--- config.mk ---
export PLATFORM = sky130hd
export DESIGN_NAME = wake_cdr_config_regs
export DESIGN_NICKNAME = d
export VERILOG_FILES = /design/src/rtl/wcr_pkg.sv /design/src/rtl/wake_cdr_config_regs.sv
export VERILOG_INCLUDE_DIRS = /design/src /design/src/rtl
export SDC_FILE = /design/constraint.sdc
export NUM_CORES = 1
export LEC_CHECK = 0
export BUFFER_PORTS_ARGS = -buffer_cell sky130_fd_sc_hd__buf_4
export CAP_MARGIN = 20
export CORE_MARGIN = 2
export CORE_UTILIZATION = 53
export CTS_CLUSTER_SIZE = 25
export DETAILED_ROUTE_END_ITERATION = 8
export PLACE_DENSITY = 0.69
export SLEW_MARGIN = 20
export SYNTH_ARGS = -nofsm -noshare
export SYNTH_HDL_FRONTEND = slang
export SYNTH_SLANG_ARGS = --single-unit
--- constraint.sdc ---
create_clock -name clk -period 43.3 [get_ports clk]
set_clock_uncertainty 0.2 [all_clocks]
set_input_delay 8.66 -clock clk [delete_from_list [all_inputs] [get_ports clk]]
set_output_delay 8.66 -clock clk [all_outputs]
set_load 0.02 [all_outputs]
--- src/rtl/wcr_map.svh ---
// register map, field positions, reset values and counts of the wake recovery registers
// assumes inclusion by wake_cdr_config_regs only; the bench files do not include it
`ifndef WCR_MAP_SVH
`define WCR_MAP_SVH
`define WCR_ADDR_OSC_CAL_LOW 7'h3B
`define WCR_ADDR_CTRL_ONE 7'h3C
`define WCR_ADDR_CLK_SEL 7'h3D
`define WCR_ADDR_UPPER 7'h3E
`define WCR_ADDR_LOWER 7'h3F
`define WCR_ADDR_RECOVERY_STAT 7'h4A
`define WCR_RST_OSC_CAL_LOW 8'h00
`define WCR_RST_CTRL_ONE 8'h04
`define WCR_RST_CLK_SEL 8'h00
`define WCR_RST_UPPER 8'hA8
`define WCR_RST_LOWER 8'h98
`define WCR_RST_STAT 8'h00
`define WCR_CTRL_ONE_MASK 8'h0D
`define WCR_CLK_SEL_MASK 8'h03
`define WCR_STAT_MASK 8'h07
`define WCR_BIT_ON 0
`define WCR_FILT_LSB 2
`define WCR_STAT_UPPER 0
`define WCR_STAT_LOWER 1
`define WCR_STAT_OVF 2
`define WCR_FRAME_BITS 5'h10
`define WCR_ADDR_BITS 5'h08
`define WCR_MAX_BITS 4'hA
`endif

--- src/rtl/wcr_pkg.sv ---
// types used by the wake recovery register block; the bench files do not import them
// assumes nothing beyond a SystemVerilog compiler
package wcr_pkg;
  typedef enum logic [1:0] {
    WCR_TC8 = 2'b00,
    WCR_TC16 = 2'b01,
    WCR_TC32 = 2'b10,
    WCR_ADAPT = 2'b11
  } wcr_filt_t;
  typedef enum logic [1:0] {
    WCR_Q80 = 2'b00,
    WCR_Q40 = 2'b01,
    WCR_Q20 = 2'b10,
    WCR_Q10 = 2'b11
  } wcr_qclk_t;
endpackage

--- src/rtl/wake_cdr_config_regs.sv ---
// recovery config and status registers behind a 16-bit spi slave, plus the bit-time tracker
// assumes spi pins, the can receive pin and the calibration byte come from outside clk
// How it works
// - low calibration byte is read only, zero after power-on or soft reset
// - control bit 0 switches recovery off at 0 and on at 1
// - filter field bits 3:2 gives time constant 8, 16 or 32
// - filter field 11 adapts constant to falling-edge spacing in bits
// - clock field bits 1:0 picks quanta clock 80, 40, 20 or 10 MHz
// - bit time above the upper limit is clamped to the upper limit
// - bit time below the lower limit is clamped to the lower limit
// - limits reset to A8 upper and 98 lower
// - first control register resets to 04: off, constant 16
// - a frame is 16 bits: 7 address bits, a mode bit, a data byte
// - data bits D0 to D7 travel in frame bits 8 to 15
// - status access with bit 7 low returns the byte unchanged
// - status access with bit 7 high returns the byte and clears it
// - status bits are only cleared by the controller, soft_reset or rst_n
// - reserved bits read as zero
`timescale 1ns/100ps
`include "wcr_map.svh"
module wake_cdr_config_regs
  import wcr_pkg::*;
(
  input wire logic clk,
  input wire logic rst_n,
  input wire logic soft_reset,
  input wire logic spi_cs_n,
  input wire logic spi_sck,
  input wire logic spi_mosi,
  output logic spi_miso_o,
  output logic spi_miso_oe,
  input wire logic can_rx,
  input wire logic [7:0] osc_cal_low_in,
  input wire logic [7:0] bit_time_value,
  output logic recovery_on,
  output logic [1:0] quanta_clock_select,
  output logic [5:0] active_time_constant,
  output logic [7:0] recovered_bit_time
);

  // two-stage synchronisers; third stage feeds edge detection and the calibration byte agreement check
  logic [2:0] cs_q, sck_q, rx_q;
  logic [1:0] mosi_q;
  logic [7:0] cal_s1_q, cal_s2_q, cal_s3_q, cal_q;
  always_ff @(posedge clk or negedge rst_n)
  begin
    if (!rst_n)
    begin
      cs_q <= 3'h7;
      sck_q <= 3'h0;
      rx_q <= 3'h7;
      mosi_q <= 2'h0;
      cal_s1_q <= 8'h00;
      cal_s2_q <= 8'h00;
      cal_s3_q <= 8'h00;
      cal_q <= `WCR_RST_OSC_CAL_LOW;
    end
    else
    begin
      cs_q <= {cs_q[1:0], spi_cs_n};
      sck_q <= {sck_q[1:0], spi_sck};
      rx_q <= {rx_q[1:0], can_rx};
      mosi_q <= {mosi_q[0], spi_mosi};
      cal_s1_q <= osc_cal_low_in;
      cal_s2_q <= cal_s1_q;
      cal_s3_q <= cal_s2_q;
      // a byte crossing as a bus may tear; take it only once two samples agree
      cal_q <= soft_reset ? `WCR_RST_OSC_CAL_LOW : (cal_s2_q == cal_s3_q) ? cal_s2_q : cal_q;
    end
  end

  wire cs_act = !cs_q[1];
  wire cs_rise = cs_q[1] && !cs_q[2];
  wire sck_rise = sck_q[1] && !sck_q[2];
  wire sck_fall = !sck_q[1] && sck_q[2];
  wire rx_fall = !rx_q[1] && rx_q[2];

  // control and status storage
  logic [7:0] ctrl_one_q, clk_sel_q, upper_q, lower_q, stat_q;
  logic [15:0] frame_q;
  logic [4:0] bit_cnt_q;
  logic [7:0] tx_q;
  logic miso_q;

  // read mux, reserved bits masked to zero
  function automatic logic [7:0] read_reg(input logic [6:0] a, input logic [7:0] c1,
    input logic [7:0] c2, input logic [7:0] up, input logic [7:0] lo,
    input logic [7:0] st, input logic [7:0] cal);
    logic [7:0] r;
    r = 8'h00;
    unique case (a)
      `WCR_ADDR_OSC_CAL_LOW: r = cal;
      `WCR_ADDR_CTRL_ONE: r = c1 & `WCR_CTRL_ONE_MASK;
      `WCR_ADDR_CLK_SEL: r = c2 & `WCR_CLK_SEL_MASK;
      `WCR_ADDR_UPPER: r = up;
      `WCR_ADDR_LOWER: r = lo;
      `WCR_ADDR_RECOVERY_STAT: r = st & `WCR_STAT_MASK;
      default: r = 8'h00;
    endcase
    return r;
  endfunction

  // frame decode: bits 0..6 address, bit 7 mode, bits 8..15 data
  wire [6:0] fr_addr = frame_q[6:0];
  wire fr_mode = frame_q[7];
  wire [7:0] fr_data = frame_q[15:8];
  wire frame_done = cs_rise && (bit_cnt_q == `WCR_FRAME_BITS);
  wire do_write = frame_done && fr_mode;
  wire [7:0] rd_byte = read_reg(frame_q[14:8], ctrl_one_q, clk_sel_q, upper_q, lower_q,
    stat_q, cal_q);

  // spi shift: lsb first, sample on sck rise, drive on sck fall
  always_ff @(posedge clk or negedge rst_n)
  begin
    if (!rst_n)
    begin
      frame_q <= 16'h0000;
      bit_cnt_q <= 5'h00;
      tx_q <= 8'h00;
      miso_q <= 1'b0;
    end
    else if (!cs_act)
    begin
      bit_cnt_q <= 5'h00;
      miso_q <= 1'b0;
    end
    else if (sck_rise && bit_cnt_q != `WCR_FRAME_BITS)
    begin
      frame_q <= {mosi_q[1], frame_q[15:1]};
      bit_cnt_q <= bit_cnt_q + 5'h01;
    end
    else if (sck_fall)
    begin
      // after eight bits the address sits in frame_q[14:8], the mode bit in frame_q[15]
      if (bit_cnt_q == `WCR_ADDR_BITS)
      begin
        tx_q <= {1'b0, rd_byte[7:1]};
        miso_q <= rd_byte[0];
      end
      else if (bit_cnt_q > `WCR_ADDR_BITS)
      begin
        tx_q <= {1'b0, tx_q[7:1]};
        miso_q <= tx_q[0];
      end
    end
  end

  assign spi_miso_o = miso_q;
  assign spi_miso_oe = cs_act;

  // control register writes land only on a complete frame with mode bit set
  always_ff @(posedge clk or negedge rst_n)
  begin
    if (!rst_n)
    begin
      ctrl_one_q <= `WCR_RST_CTRL_ONE;
      clk_sel_q <= `WCR_RST_CLK_SEL;
      upper_q <= `WCR_RST_UPPER;
      lower_q <= `WCR_RST_LOWER;
    end
    else if (soft_reset)
    begin
      ctrl_one_q <= `WCR_RST_CTRL_ONE;
      clk_sel_q <= `WCR_RST_CLK_SEL;
      upper_q <= `WCR_RST_UPPER;
      lower_q <= `WCR_RST_LOWER;
    end
    else if (do_write)
    begin
      if (fr_addr == `WCR_ADDR_CTRL_ONE)
        ctrl_one_q <= fr_data & `WCR_CTRL_ONE_MASK;
      if (fr_addr == `WCR_ADDR_CLK_SEL)
        clk_sel_q <= fr_data & `WCR_CLK_SEL_MASK;
      if (fr_addr == `WCR_ADDR_UPPER)
        upper_q <= fr_data;
      if (fr_addr == `WCR_ADDR_LOWER)
        lower_q <= fr_data;
    end
  end

  wire on_w = ctrl_one_q[`WCR_BIT_ON];
  wcr_filt_t filt_sel;
  wcr_qclk_t qsel;
  assign filt_sel = wcr_filt_t'(ctrl_one_q[`WCR_FILT_LSB +: 2]);
  assign qsel = wcr_qclk_t'(clk_sel_q[1:0]);

  // quanta tick: clk stands in for the fastest quanta clock, slower ones divide it
  logic [2:0] pre_q;
  logic [2:0] pre_mask;
  always_comb
  begin
    unique case (qsel)
      WCR_Q80: pre_mask = 3'h0;
      WCR_Q40: pre_mask = 3'h1;
      WCR_Q20: pre_mask = 3'h3;
      WCR_Q10: pre_mask = 3'h7;
    endcase
  end
  wire q_tick = (pre_q & pre_mask) == 3'h0;

  // spacing between falling edges in quanta, saturating
  logic [11:0] space_q;
  wire space_full = space_q == 12'hFFF;
  logic [15:0] acc_q; // 8.8 fixed-point filtered bit time

  // bit count of the last spacing: nearest multiple of the nominal, capped at 10
  function automatic logic [3:0] bits_of(input logic [11:0] sp, input logic [7:0] bt);
    logic [3:0] n;
    logic [12:0] lim;
    n = 4'h0;
    for (int k = 1; k <= 10; k++)
    begin
      lim = 13'(k) * 13'(bt) - 13'(bt >> 1);
      if ({1'b0, sp} >= lim)
        n = 4'(k);
    end
    return n;
  endfunction

  // reciprocal of the bit count, scaled by 256
  function automatic logic [8:0] recip(input logic [3:0] n);
    logic [8:0] r;
    r = 9'h000;
    for (int k = 1; k <= 10; k++)
      if (n == 4'(k))
        r = 9'(256 / k);
    return r;
  endfunction

  wire [3:0] nbits = bits_of(space_q, bit_time_value);
  wire edge_ok = rx_fall && on_w && !space_full && nbits != 4'h0 && nbits <= `WCR_MAX_BITS;
  logic [2:0] tc_shift;
  always_comb
  begin
    unique case (filt_sel)
      WCR_TC8: tc_shift = 3'h3;
      WCR_TC16: tc_shift = 3'h4;
      WCR_TC32: tc_shift = 3'h5;
      WCR_ADAPT: tc_shift = (nbits <= 4'h3) ? 3'h5 : (nbits <= 4'h8) ? 3'h4 : 3'h3;
    endcase
  end

  // error per bit against the filtered value, scaled down by the time constant
  wire signed [24:0] err_all = $signed({1'b0, space_q, 8'h00}) -
    $signed({5'h00, 20'(nbits) * 20'(acc_q)});
  wire signed [34:0] err_bit = err_all * $signed({1'b0, recip(nbits)});
  wire signed [26:0] delta = 27'(err_bit >>> 8) >>> tc_shift;
  wire signed [26:0] acc_new = $signed({11'h000, acc_q}) + delta;
  wire [7:0] raw_bt = acc_new[26] ? 8'h00 : (|acc_new[25:16]) ? 8'hFF : acc_new[15:8];
  wire hit_up = raw_bt > upper_q;
  wire hit_lo = raw_bt < lower_q;
  wire [15:0] acc_clamped = hit_up ? {upper_q, 8'h00} : hit_lo ? {lower_q, 8'h00} :
    acc_new[15:0];

  // tracker: seeded with the nominal while off, updated on each usable falling edge
  always_ff @(posedge clk or negedge rst_n)
  begin
    if (!rst_n)
    begin
      pre_q <= 3'h0;
      space_q <= 12'h000;
      acc_q <= 16'h0000;
    end
    else if (!on_w)
    begin
      pre_q <= 3'h0;
      space_q <= 12'h000;
      acc_q <= {bit_time_value, 8'h00};
    end
    else
    begin
      pre_q <= pre_q + 3'h1;
      if (rx_fall)
        space_q <= 12'h000;
      else if (q_tick && !space_full)
        space_q <= space_q + 12'h001;
      if (edge_ok)
        acc_q <= acc_clamped;
    end
  end

  // status flags: hardware set wins over a clearing frame; only that frame, soft_reset or rst_n clears them
  wire [7:0] stat_set = {5'h00, rx_fall && on_w && space_full, edge_ok && hit_lo,
    edge_ok && hit_up};
  wire stat_clr = do_write && fr_addr == `WCR_ADDR_RECOVERY_STAT;
  always_ff @(posedge clk or negedge rst_n)
  begin
    if (!rst_n)
      stat_q <= `WCR_RST_STAT;
    else if (soft_reset)
      stat_q <= `WCR_RST_STAT;
    else
      stat_q <= ((stat_clr ? 8'h00 : stat_q) | stat_set) & `WCR_STAT_MASK;
  end

  // outputs to the wake receiver, all from flip-flops
  // in adapt mode the constant moves only on a usable edge, so it holds between edges
  wire tc_load = (filt_sel != WCR_ADAPT) || edge_ok;
  logic [5:0] tc_q;
  always_ff @(posedge clk or negedge rst_n)
  begin
    if (!rst_n)
      tc_q <= 6'h10;
    else if (soft_reset)
      tc_q <= 6'h10;
    else if (tc_load)
      tc_q <= 6'(6'h01 << tc_shift);
  end
  assign active_time_constant = tc_q;
  assign recovery_on = on_w;
  assign quanta_clock_select = clk_sel_q[1:0];
  assign recovered_bit_time = acc_q[15:8];

endmodule

Yosys cells after proc, flatten, opt, wreduce, memory -nomap -nowiden
Index checks and enable logic that the tools add are counted.
W data, S select, Z words.
Word-level totals
  bits in registers: 135
  bits in latches: 0
  memory bits (writable): 0
  ROM bits: 0
  input bits: 23
  output and inout bits: 19
  logic and storage cells: 210
  memories: 0
Cells by class
  $add $sub $neg: 15
  multiply operators: 8
  divide/modulo/power cells: 0
  $lt $le $gt $ge: 16
  equal/unequal tests: 36
  shift operators: 2
  mux-type cells: 62
  bitwise logic cells: 4
  reduce and logical (&&, ||, !) cells: 46
Operator list (number)
  $ge A12 B13 Y1: 10
  $mux W8: 12
  $mux W9: 10
  $mux W16: 4
  $eq A7 B6 Y1 const B: 9
  $mux W4: 12
  $pmux W8 S6: 1
  $sub A11 B7 Y12: 4
  $mux W12: 3
  $mul A3 B8 Y11 const A: 3
  $mul A21 B10 Y31: 1
  $add A17 B27 Y27: 1
  $sshr A23 B3 Y27: 1
  $sub A12 B7 Y13: 2
  $pmux W3 S4: 2
  $sub A10 B7 Y11: 2
  $sub A20 B20 Y21: 1
  $mul A2 B8 Y10 const A: 2
  $mul A4 B16 Y20: 1
  $reduce_bool A2 Y1: 10
  $eq A4 B3 Y1 const B: 4
  $logic_and A1 B1 Y1: 16
  $mux W3: 5
  $eq A7 B7 Y1 const B: 2
  42 further kinds: 71

Logic depth before layout (Yosys ltp)
Gate-level depths: netlist (run 1).
  depth in word-level cells: 34
  depth in mapped cells: 95
  depth with buffers taken out: 90

Least setup slack after synthesis (run 1)
No wires, ideal clock.
  path kind: in2reg
  from: input port bit_time_value[1]
  to: register acc_q[0]
  data arrival time: 26390 ps
  slack: 16588 ps
  stages: 86
  path buffers: 4
  path through: inv_1 fa_1 fa_1 inv_1 ha_1 a21o_1 a21oi_1 o21bai_1 a21oi_1 o21bai_1 a21oi_1 o21bai_1 a21oi_1 xnor2_1 ha_1 nand4_1 or3_1 nor3_1 [... 50 more ...] o41ai_1 o21a_1 o21ai_0 or2_0 a211o_1 nand2_1 a21oi_1 ha_1 a21oi_1 nor2b_1 o21ai_0 nand2b_1 a21oi_1 and2_1 a31oi_4 and2_4 buf_6 a32o_1
Between the ends
  word-level cells in the longest chain between the ends: 34
  elaborated cells on any way between the ends: 80
RTL lines
  start, declared: line wake_cdr_config_regs.sv:34  | input wire logic [7:0] bit_time_value,
  parallel branches: the longest is 11 deep, another holds $ge A12 B13 Y1
  $mux W4 *: line wake_cdr_config_regs.sv:214  | if ({1'b0, sp} >= lim)
  parallel branches: the longest is 22 deep, another holds $mul A21 B10 Y31
  end signal, assigned: line wake_cdr_config_regs.sv:268  | acc_q <= {bit_time_value, 8'h00};
  end signal, assigned: line wake_cdr_config_regs.sv:278  | acc_q <= acc_clamped;
  end, declared: line wake_cdr_config_regs.sv:204  | logic [15:0] acc_q;
Every way passes the cells marked *. The select of a mux whose other input is x is not followed.
A chain may end at the register's enable or synchronous reset.

Final worst setup path (run 1)
  from: input port bit_time_value[1]
  to: register acc_q[4]
The elaborated chain is that of the path after synthesis.

==> results of run 1 <==
-- metrics by stage --
stage	power [mW]	hold slack (ns)
floorplan	0.311	0.131
global placement	0.364	0.131
detailed placement	0.371	0.135
CTS	0.503	0.147
global route	0.540	0.151
finish	0.505	0.146
-- layer usage --
| layer | share of wire [%] | wire length, um |
|---|---|---|
| met1 | 43 | 31200 |
| met2 | 47 | 33700 |
| met3 | 6.3 | 4580 |
| met4 | 3.8 | 2770 |
| met5 | 0 | 0 |
-- path summary, 6_finish.rpt --
check	to
worst max-delay path	acc_q[4]
worst min-delay path	sck_q[1]
worst max register to register	acc_q[4]
worst min register to register	sck_q[1]
max in group asynchronous	acc_q[0]
min in group asynchronous	cal_s1_q[6]
-- final cells by class --
type,count,area [um^2]
diodes,1,2.50
clock buffers,19,453
clock inverters,13,101
fillers,4216,20000
inverters,400,1500
multi-input cells,2252,19500
flip-flops and latches,133,3350
well taps,607,759
repair buffers,71,537
-- synthesized netlist by cell type (all sizes together), types with 25 or more instances --
library cell  instances
a21o                 64
a21oi               169
a211oi               30
xnor2               116
o21bai               33
clkbuf               55
and2                 63
nand2b               35
nand3                40
mux2i                52
nor2                235
buf                  25
a31oi                25
nor3                 33
nand4                31
ha                  361
fa                  237
dfrtp               119
xor2                 63
nand2               238
nor2b                35
inv                 399
o21ai               120
-- cells by family (layout without fill, tap and decap cells) --
| family | Yosys count | after routing | share of synthesized area, % |
|---|---|---|---|
| simple gates | 808 | 808 | 15.8 |
| mux | 69 | 69 | 2.88 |
| compound gates | 597 | 597 | 16.3 |
| fa+ha+maj | 598 | 598 | 37.5 |
| other cells | 1 | 2 | 0.0152 |
| buf+inv | 480 | 503 | 7.53 |
| xor+xnor | 179 | 179 | 6.35 |
| flops | 133 | 133 | 13.5 |
-- power by group through the flow --
| stage | clock network, mW | logic, mW | registers [mW] |
|---|---|---|---|
| 2_1_floorplan | 0 | 0.175 | 0.136 |
| 3_3_place_gp | 0 | 0.221 | 0.143 |
| 3_5_place_dp | 0 | 0.228 | 0.143 |
| 4_1_cts | 0.133 | 0.229 | 0.141 |
| 5_1_grt | 0.139 | 0.259 | 0.142 |
| 6_report | 0.131 | 0.232 | 0.141 |
-- sequential cells by signal (all words and copies together), names as in the netlist, 3 cells and up --
name	cells
cs_q	3
ctrl_one_q	3
active_time_constant	6
rx_q	3
cal_s2_q	8
upper_q	8
cal_s1_q	8
stat_q	3
pre_q	3
sck_q	3
cal_s3_q	8
cal_q	8
tx_q	7
space_q	12
acc_q	16
frame_q	16
bit_cnt_q	5
lower_q	8
-- critical path: cells and delay by family --
kind	cells	cell delay (ns)
xor+xnor	2	0.59
mux	1	0.16
fa+ha+maj	16	6.93
compound gates	40	9.03
simple gates	13	3.11
buf+inv	9	1.21
==> summary.md, run 1 <==
| Metric | Value |
|---|---|
| Antenna-violating nets left | 0 |
| Type of the most critical hold path | flip-flop to flip-flop |
| Data required, critical path | roughly 43 ns |
| Cts repair resizes | 0 |
| Root buf cell | sky130_fd_sc_hd__clkbuf_16 |
| Kind of critical path | input port to flip-flop |
| Fraction of layout instances using a drive strength above 1 | 6.51% |
| Most frequent cell on the critical path | sky130_fd_sc_hd__a21oi_1 |
| Run status | finished clean |
| Async S/R FF share, synth | 100% |
| Hold-critical path depth | 0 |
| Number of flops mapped to enable cells by yosys | 0 |
| Final critical path time including I/O delays and setup | 29.62 ns |
| Number of CTS-inserted buffers | 17 |
| Depth of the CTS H-tree | 4 |
| Start point of the worst hold path | sck_q[0] |
| Sw Share | 40.8% |
| Synthesis-stage register bit count | 133 |
| Number of endpoints failing setup at the final stage | 0 |
| Highest-count cells in the layout ignoring fill and taps | 397 x sky130_fd_sc_hd__inv_1, 361 x sky130_fd_sc_hd__ha_1, 237 x sky130_fd_sc_hd__nand2_1, 237 x sky130_fd_sc_hd__fa_1, 235 x sky130_fd_sc_hd__nor2_1 |
| Register clock-pin slew on the reported worst setup and hold paths | 0.05 ns |
| Remaining global-route overflow | 0 |
| Arrival time worst endpoint | 29.72 ns |
| Met2 layer usage reported by global route | 51.4% |
| Total Negative Setup Slacks | 0 ns |
| Max Fclk | about 0.034 GHz |
| Main flop type after synthesis | sky130_fd_sc_hd__dfrtp_1 |
| Most common cell after layout, fill and taps aside | sky130_fd_sc_hd__inv_1 |
| Busiest grt layer | met2 |
| Sequential-to-total area share from yosys stat | between 10 and 15% |
| Via density | 6.01 |
| Maximum number of pins on one net before global-route repair | 73 |
| Sw power | 206 uW |
| Final Util | 56.7% |
| Routability-driven placement congestion ratio | 1.04 |
| Crit share post-route | between 60% and 70% |
| I/O pins | 42 |
| Drt total wl | 72300 um |
| Crit path setup slack, layout | 13.68 ns |
| Number of hold-repair buffers added at the cts stage | 0 |
| Power Internal | 299 uW |
| # Post-CTS Setup Buffers | 0 |
| IO buf count | 41 |
| Count of maximum capacitance violations | 0 |
| Post-layout nets | 3496 |
| Clock tree from TritonCTS | yes |
| Combined area of all synthesized cells | 24700 um^2 |
| CP Launch Type | input port |
| Setup crit end kind | flip-flop |
| Iteration count of the initial detailed-routing pass | 6 |
| Mean post-synth cell area | ~8.6 um^2 |
| Syn Nets | 3486 |
| Total core area | 46300 um^2 |
| Y dimension of the die | 220 um |
| Tot GR Track Use | 30.8% |
| Total number of clock tree sinks | 133 |
| Register-to-register path setup slack | 24.32 ns |
| Initial antenna violation count | 0 |
| Maximum cell stage delay along the critical path | 0.64 ns |
| DR WL/cell | 20.7 um |
| Part of the power in combinational logic | roughly 46% |
| Biggest fanout along the worst timing path | 20 |
| Initial core utilization | between 50% and 60% |
| Post-detail-place hpwl | 58500 um |
| Met1 layer usage reported by global route | 40.9% |
| Area growth from synthesis to layout | 6.16% |
| Unrepaired setup endpoints after global routing | no |
| Unique masters post-synth | about 100 |
| Met3 layer usage reported by global route | between 4 and 5% |
| Vias after detailed routing | ~21000 |
| Top cells by area, synth | sky130_fd_sc_hd__fa_1 19%, sky130_fd_sc_hd__ha_1 18%, sky130_fd_sc_hd__dfrtp_1 12% |
| Static Leakage | 12.6 nW |
| Number of cells after detailed placement | 3463 |
| Clock Power Share | 26.0% |
| Iter 0 DRT Violations | 1548 |
| Final cell count without fillers | 3496 |
| Post-synthesis cell count | 2865 |
| Share of total power in sequential cells | about 28% |
| Worst r2r src | space_q[1] |
| Top cell type's share of synthesized area | between 10% and 20% |
| CTS Buffer Depth | 2 |
| Cell taking the most area after synthesis | sky130_fd_sc_hd__fa_1 |
| Slowest cell on crit path | sky130_fd_sc_hd__o21ai_1 |
| Row Count | between 70 and 80 |
| Horizontal die dimension | 220 um |
| Slew Viols, Final | 0 |
| Placed Instance Area | 25700 um^2 |
| Max rail drop VDD | 0.0307 mV |
| Power density over the cells | 19.3 nW/um^2 |
| DRC violations left | 0 |
| Vias in the first global route | between 20000 and 25000 |
| Clk_lat worst skew | 0.42 ns |
| Number of cells traversed by the worst register-to-register path | 67 |
| Hold Fails Final Rpt | 0 |
| Finished Cell Area | 26200 um^2 |
| Wire length of the first global-routing pass | 116000 um |
| Least-Margin Pin Slew | 1.09 ns |
| Die area | 48300 um^2 |
| Worst setup timing slack at the placement stage | 13.54 ns |
| Worst max-slew margin expressed relative to the limit | 27.2% |
| Syn. warnings | 0 |
| Start point of the critical path | bit_time_value[1] |
No activity file was read; power rests on OpenSTA's default activity.
==> run 2, diff against run 1 <==
clock period = 27.3 ns   (was 43.3 ns; I/O delays follow)
==> run 2 against run 1 <==
  * Core utilization increased by 0.13 points
  * Largest power group unchanged
  * First-iteration DRC count increased by 2.3%
  * Clock power increased by 81%
  * Sequential power increased by 59%
  * Largest cell class unchanged
  * Wire length decreased by 0.32%
  * Via count decreased by 1.1%
  * Critical path type unchanged
  * Cell count unchanged
  * Clock-buffer cell count unchanged
  * Highest routed layer unchanged
  * Die area unchanged
  * Critical endpoint is now acc_q[5]
  * Final area increased by 0.23%
==> summary.md, run 2 (synthesis gave the netlist of run 1 again) <==
| Metric | Value |
|---|---|
| Via density | 5.95 |
| Arrival time worst endpoint | 25.80 ns |
| Register clock-pin slew on the reported worst setup and hold paths | 0.06 ns |
| Horizontal die dimension | 220 um |
| Vias after detailed routing | 20800 |
| Fraction of layout instances using a drive strength above 1 | 6.54% |
| Share of total power in sequential cells | a little over a quarter |
| Maximum number of pins on one net before global-route repair | 78 |
| Least-Margin Pin Slew | 1.19 ns |
| Most common cell after layout, fill and taps aside | sky130_fd_sc_hd__inv_1 |
| CTS Buffer Depth | 2 |
| Post-detail-place hpwl | ~57000 um |
| Initial antenna violation count | 0 |
| Type of the most critical hold path | flip-flop to flip-flop |
| Total power | 831 uW |
| Count of maximum capacitance violations | 0 |
| Initial core utilization | 53.4% |
| Routability-driven placement congestion ratio | 0.977 |
| Unrepaired setup endpoints after global routing | no |
| Maximum cell stage delay along the critical path | 0.58 ns |
| Final Util | 56.8% |
| ANT cells | 0 |
| Most frequent cell on the critical path | sky130_fd_sc_hd__a21oi_1 |
| Worst max-slew margin expressed relative to the limit | 20.3% |
| Sw power | 336 uW |
| Remaining global-route overflow | 0 |
| Number of hold-repair buffers added at the cts stage | 0 |
| Total Negative Setup Slacks | 0 ns |
| Data required, critical path | 27.45 ns |
| DRC violations left | 0 |
| Number of endpoints failing setup at the final stage | 0 |
| # Post-CTS Setup Buffers | 0 |
| Total number of clock tree sinks | 133 |
| IO buf count | 41 |
| Max Fclk | 0.0390 GHz |
| CP top delay family | compound AO/OA/AOI/OAI gates |
| CP Buf/Inv Count | 8 |
| Slowest cell on crit path | sky130_fd_sc_hd__fa_1 |
| Tot GR Track Use | 30.4% |
| Wire length of the first global-routing pass | roughly 110000 um |
| Crit share post-route | between 90% and 100% |
| Clock tree from TritonCTS | yes |
| Power Internal | between 400 and 500 uW |
| Setup crit end kind | flip-flop |
| Kind of critical path | input port to flip-flop |
| Leading registers by flop count | acc_q: 16 flops, frame_q: 16 flops, space_q: 12 flops |
| Part of the power in combinational logic | roughly 45% |
| Row Count | 79 |
| Biggest fanout along the worst timing path | 18 |
| Number of CTS-inserted buffers | 17 |
| Root buf cell | sky130_fd_sc_hd__clkbuf_16 |
| Vias in the first global route | between 20000 and 25000 |
| Y dimension of the die | 220 um |
| Slew Viols, Final | 0 |
| Power density over the cells | 31.6 nW/um^2 |
| Clk_lat worst skew | roughly 0.43 ns |
| Hold Fails Final Rpt | 0 |
| Highest-count cells in the layout ignoring fill and taps | 397 x sky130_fd_sc_hd__inv_1, 361 x sky130_fd_sc_hd__ha_1, 237 x sky130_fd_sc_hd__nand2_1, 237 x sky130_fd_sc_hd__fa_1, 235 x sky130_fd_sc_hd__nor2_1 |
| Total core area | 46300 um^2 |
| Iteration count of the initial detailed-routing pass | 6 |
| DR WL/cell | 20.6 um |
| Clock Power Share | about 28% |
| Area growth from synthesis to layout | 6.40% |
| CP Launch Type | input port |
| Depth of the CTS H-tree | 4 |
| Cts repair resizes | 0 |
| I/O pins | 42 |
| Antenna-violating nets left | 0 |
| Iter 0 DRT Violations | 1583 |
| Drt total wl | 72100 um |
| Max rail drop VDD | ~0.049 mV |
| Die area | 48300 um^2 |
| Final critical path time including I/O delays and setup | 25.64 ns |
| Static Leakage | 12.6 nW |
| Sw Share | 40.4% |
| Run status | finished clean |
| Post-layout nets | ~3500 |
==> run 2: per-layer routing <==
layer | vias up | wire length [um] | track usage (%)
met3 | 164 | 4470 | 3.49
met1 | 10200 | 31300 | 40.6
li1 | 9711 | - | -
met4 | 0 | 2850 | 11.7
met2 | 726 | 33500 | 50.7
met5 | - | 0 | 0
==> run 2: power by group through the flow <==
stage / Sequential, mW / Combinational [mW] / Clock [mW]
floorplan: 0.216 / 0.278 / 0
global placement: 0.227 / 0.352 / 0
detailed placement: 0.227 / 0.362 / 0
CTS: 0.224 / 0.365 / 0.239
global route: 0.226 / 0.410 / 0.249
finish: 0.224 / 0.370 / 0.237
==> run 2: path summary, 6_finish.rpt <==
check / from / end / slack (ns) / cells past startpoint
min in group asynchronous: rst_n / cal_s1_q[2] / 4.78 / 1
hold / removal: cal_s1_q[2] / cal_s2_q[2] / 0.15 / 0
hold reg to reg: cal_s1_q[2] / cal_s2_q[2] / 0.15 / 0
setup reg to reg: space_q[1] / acc_q[5] / 8.84 / 67
setup / recovery: bit_time_value[1] / acc_q[5] / 1.66 / 82
max in group asynchronous: rst_n / acc_q[11] / 20.74 / 2
==> run 2: per-stage QoR <==
| step | cell area, um^2 | std cells | worst slack, ns | hold WS, ns |
|---|---|---|---|---|
| 6_report | 26300 | 3496 | 1.66 | 0.148 |
| 3_5_place_dp | 25700 | 3464 | 1.42 | 0.135 |
| 4_1_cts | 26300 | 3496 | 1.88 | 0.150 |
| 2_1_floorplan | 24700 | 2865 | 3.79 | 0.131 |
| 3_3_place_gp | 25700 | 3464 | 1.87 | 0.132 |
| 5_1_grt | 26300 | 3496 | 0.227 | 0.159 |
==> run 2: final cells by class <==
type	instances	area [um^2]
timing repair buffer	72	544
inverter	400	1500
tap	607	759
fill	4206	20000
clock inverter	13	156
sequential	133	3350
multi-input combinational	2252	19500
clock buffer	19	453
==> run 3, diff against run 2 <==
ABC_AREA = 1   (was unset)
==> run 3 against run 2 <==
  * Critical path depth grew 21
  * Clock-buffer cell count shrank 1
  * Register-to-register slack better by 1.2 ns
==> summary.md, run 3 <==
| Metric | Value |
|---|---|
| Post-synthesis cell count | 3318 |
| Post-synth top cells | 665 x sky130_fd_sc_hd__inv_1, 654 x sky130_fd_sc_hd__nand2_1, 361 x sky130_fd_sc_hd__ha_1 |
| Synthesis-stage register bit count | 133 |
| Placed Instance Area | 25600 um^2 |
| Final cell count without fillers | slightly below 4000 |
| Most common cell after layout, fill and taps aside | sky130_fd_sc_hd__inv_1 |
| Post-detail-place hpwl | 56200 um |
| Static Leakage | 14.0 nW |
| Cell taking the most area after synthesis | sky130_fd_sc_hd__fa_1 |
| CP Launch Type | input port |
| CTS Buffer Depth | 2 |
| Top cells by area, synth | sky130_fd_sc_hd__fa_1 19%, sky130_fd_sc_hd__ha_1 18%, sky130_fd_sc_hd__dfrtp_1 12% |
| Number of cells after detailed placement | 3923 |
| Leading registers by flop count | acc_q: 16 flops, frame_q: 16 flops, space_q: 12 flops |
| # Post-CTS Setup Buffers | 0 |
| Post-layout nets | approximately 4000 |
| Vias after detailed routing | around 22000 |
| ANT cells | 0 |
| Finished Cell Area | 26200 um^2 |
| Initial antenna violation count | 0 |
| Least-Margin Pin Slew | ~1.0 ns |
| DRC violations left | 0 |
| Number of endpoints failing setup at the final stage | 0 |
| Main flop type after synthesis | sky130_fd_sc_hd__dfrtp_1 |
| CP Buf/Inv Count | 15 |
| # fillers | 4383 |
| Most common cell in the netlist | sky130_fd_sc_hd__inv_1 |
| Vias in the first global route | 22100 |
| Iter 0 DRT Violations | approximately 1600 |
| Number of flops mapped to enable cells by yosys | 0 |
| Highest-count cells in the layout ignoring fill and taps | 665 x sky130_fd_sc_hd__inv_1, 654 x sky130_fd_sc_hd__nand2_1, 361 x sky130_fd_sc_hd__ha_1 |
| Count of maximum capacitance violations | 0 |
| Row Count | 79 |
| Initial core utilization | ~53% |
| Via density | roughly 5.5 |
| Data required, critical path | 27.41 ns |
| IO buf count | 41 |
| Remaining global-route overflow | 0 |
| Combined area of all synthesized cells | 24700 um^2 |
| Max Fclk | ~0.042 GHz |
| Unique masters post-synth | a little under 70 |
| Horizontal die dimension | about 220 um |
| Total Negative Setup Slacks | 0 ns |
| Wire length of the first global-routing pass | about 110000 um |
| Worst hold margin | 0.147 ns |
| Crit share post-route | 87.8% |
| Routability-driven placement congestion ratio | 0.976 |
| Async S/R FF share, synth | 100% |
| Fraction of layout instances using a drive strength above 1 | under 10% |
| Unrepaired setup endpoints after global routing | no |
| Die area | 48400 um^2 |
| Kind of critical path | input port to flip-flop |
| Number of CTS-inserted buffers | 17 |
| Most frequent cell on the critical path | sky130_fd_sc_hd__nand2_1 |
| CP top delay family | adder cells |
| Cts repair resizes | 0 |
| Biggest fanout along the worst timing path | 17 |
| Y dimension of the die | 220 um |
| Type of the most critical hold path | flip-flop to flip-flop |
| Worst max-slew margin expressed relative to the limit | 30.1% |
| I/O pins | 42 |
| Arrival time worst endpoint | 24.08 ns |
| Hold Fails Final Rpt | 0 |
| Mean post-synth cell area | roughly 7.4 um^2 |
| Final critical path time including I/O delays and setup | between 20 and 25 ns |
| Area growth from synthesis to layout | 6.16% |
| Iteration count of the initial detailed-routing pass | 6 |
| Run status | finished clean |
| Total power | 905 uW |
| Register clock-pin slew on the reported worst setup and hold paths | 0.06 ns |
| DR WL/cell | between 15 and 20 um |
| Setup crit end kind | flip-flop |
| Power density over the cells | 34.5 nW/um^2 |
| Syn Nets | slightly below 4000 |
| Clock tree from TritonCTS | yes |
| Total number of clock tree sinks | approximately 130 |
| Drt total wl | between 60000 and 70000 um |
| Number of hold-repair buffers added at the cts stage | 0 |
| Maximum number of pins on one net before global-route repair | 70 |
| Tot GR Track Use | 29.7% |
| Antenna-violating nets left | 0 |
| Clk_lat worst skew | 0.42 ns |
| Top cell type's share of synthesized area | a little under a fifth |
| Slew Viols, Final | 0 |
| Root buf cell | sky130_fd_sc_hd__clkbuf_16 |
| Maximum cell stage delay along the critical path | 0.59 ns |
| Slowest cell on crit path | sky130_fd_sc_hd__xor2_1 |
| Max rail drop VDD | 0.0614 mV |
| Total core area | 46300 um^2 |
| Sequential-to-total area share from yosys stat | 13.5% |
| Depth of the CTS H-tree | 4 |
| Syn. warnings | 0 |
## run 3: cell count changes after synthesis, sizes merged, moves of 23 or more
cell    previous run  this run
xnor2            116        49
nand2b            35         0
mux2i             52         7
inv              399       675
nand3             40       180
nor2             235       303
a211oi            30         7
nor2b             35         0
nand2            238       682
xor2              63        99
a21o              64        13
clkbuf            55        30
and2              63         5
## run 3: kinds of logic (layout without fill, tap and decap cells)
family / Yosys count / after routing / share of synthesized area [%]
buffers and inverters: 732 / 763 / 11.4
XOR/XNOR: 148 / 148 / 5.28
multiplexers: 7 / 7 / 0.284
AO/OA/AOI/OAI: 425 / 425 / 9.76
flip-flops: 133 / 133 / 13.5
AND/OR/NAND/NOR: 1274 / 1274 / 22.2
other: 1 / 1 / 0.0152
adder cells (fa/ha/maj): 598 / 598 / 37.5
## run 3: metrics by stage
step                      util (%)  setup slack [ns]
after CTS                     56.7              3.55
after global routing          56.7              1.75
after floorplan                  -              6.03
after detailed placement      55.3              3.16
after global placement        55.3              3.64
final                         56.7              3.33
## run 3: final timing paths
| check | cells after the start | end | slack [ns] | start |
|---|---|---|---|---|
| worst max-delay path | 103 | acc_q[11] | 3.33 | bit_time_value[4] |
| worst min-delay path | 0 | cal_s2_q[3] | 0.15 | cal_s1_q[3] |
| worst max register to register | 85 | acc_q[11] | 10.08 | space_q[11] |
| worst min register to register | 0 | cal_s2_q[3] | 0.15 | cal_s1_q[3] |
| max in group asynchronous | 2 | frame_q[12] | 20.86 | rst_n |
| min in group asynchronous | 1 | active_time_constant[3] | 4.81 | rst_n |
## run 3: where the power goes
part           leakage (nW)  internal (mW)  switching, mW
logic                  12.0          0.152          0.288
clock network         0.305          0.149         0.0941
registers              1.71          0.209         0.0134
total                  14.0          0.510          0.395
## run 3: per-layer routing
layer,vias to the layer above,track usage [%],part of all wire [%],wire [um]
met3,168,3.70,5.5,3800
met2,716,51.6,48,33500
met4,0,9.78,3.5,2410
li1,10500,-,-,-
met5,-,0,0,0
met1,10500,38.4,43,30000
## run 3: final cells by class
type	count	area [um^2]	area share [%]
clock buffers	18	439	1.67
inverters	679	2550	9.72
well taps	607	759	2.90
repair buffers	52	402	1.53
multi-input cells	2453	18500	70.7
flip-flops and latches	133	3350	12.8
clock inverters	14	190	0.725
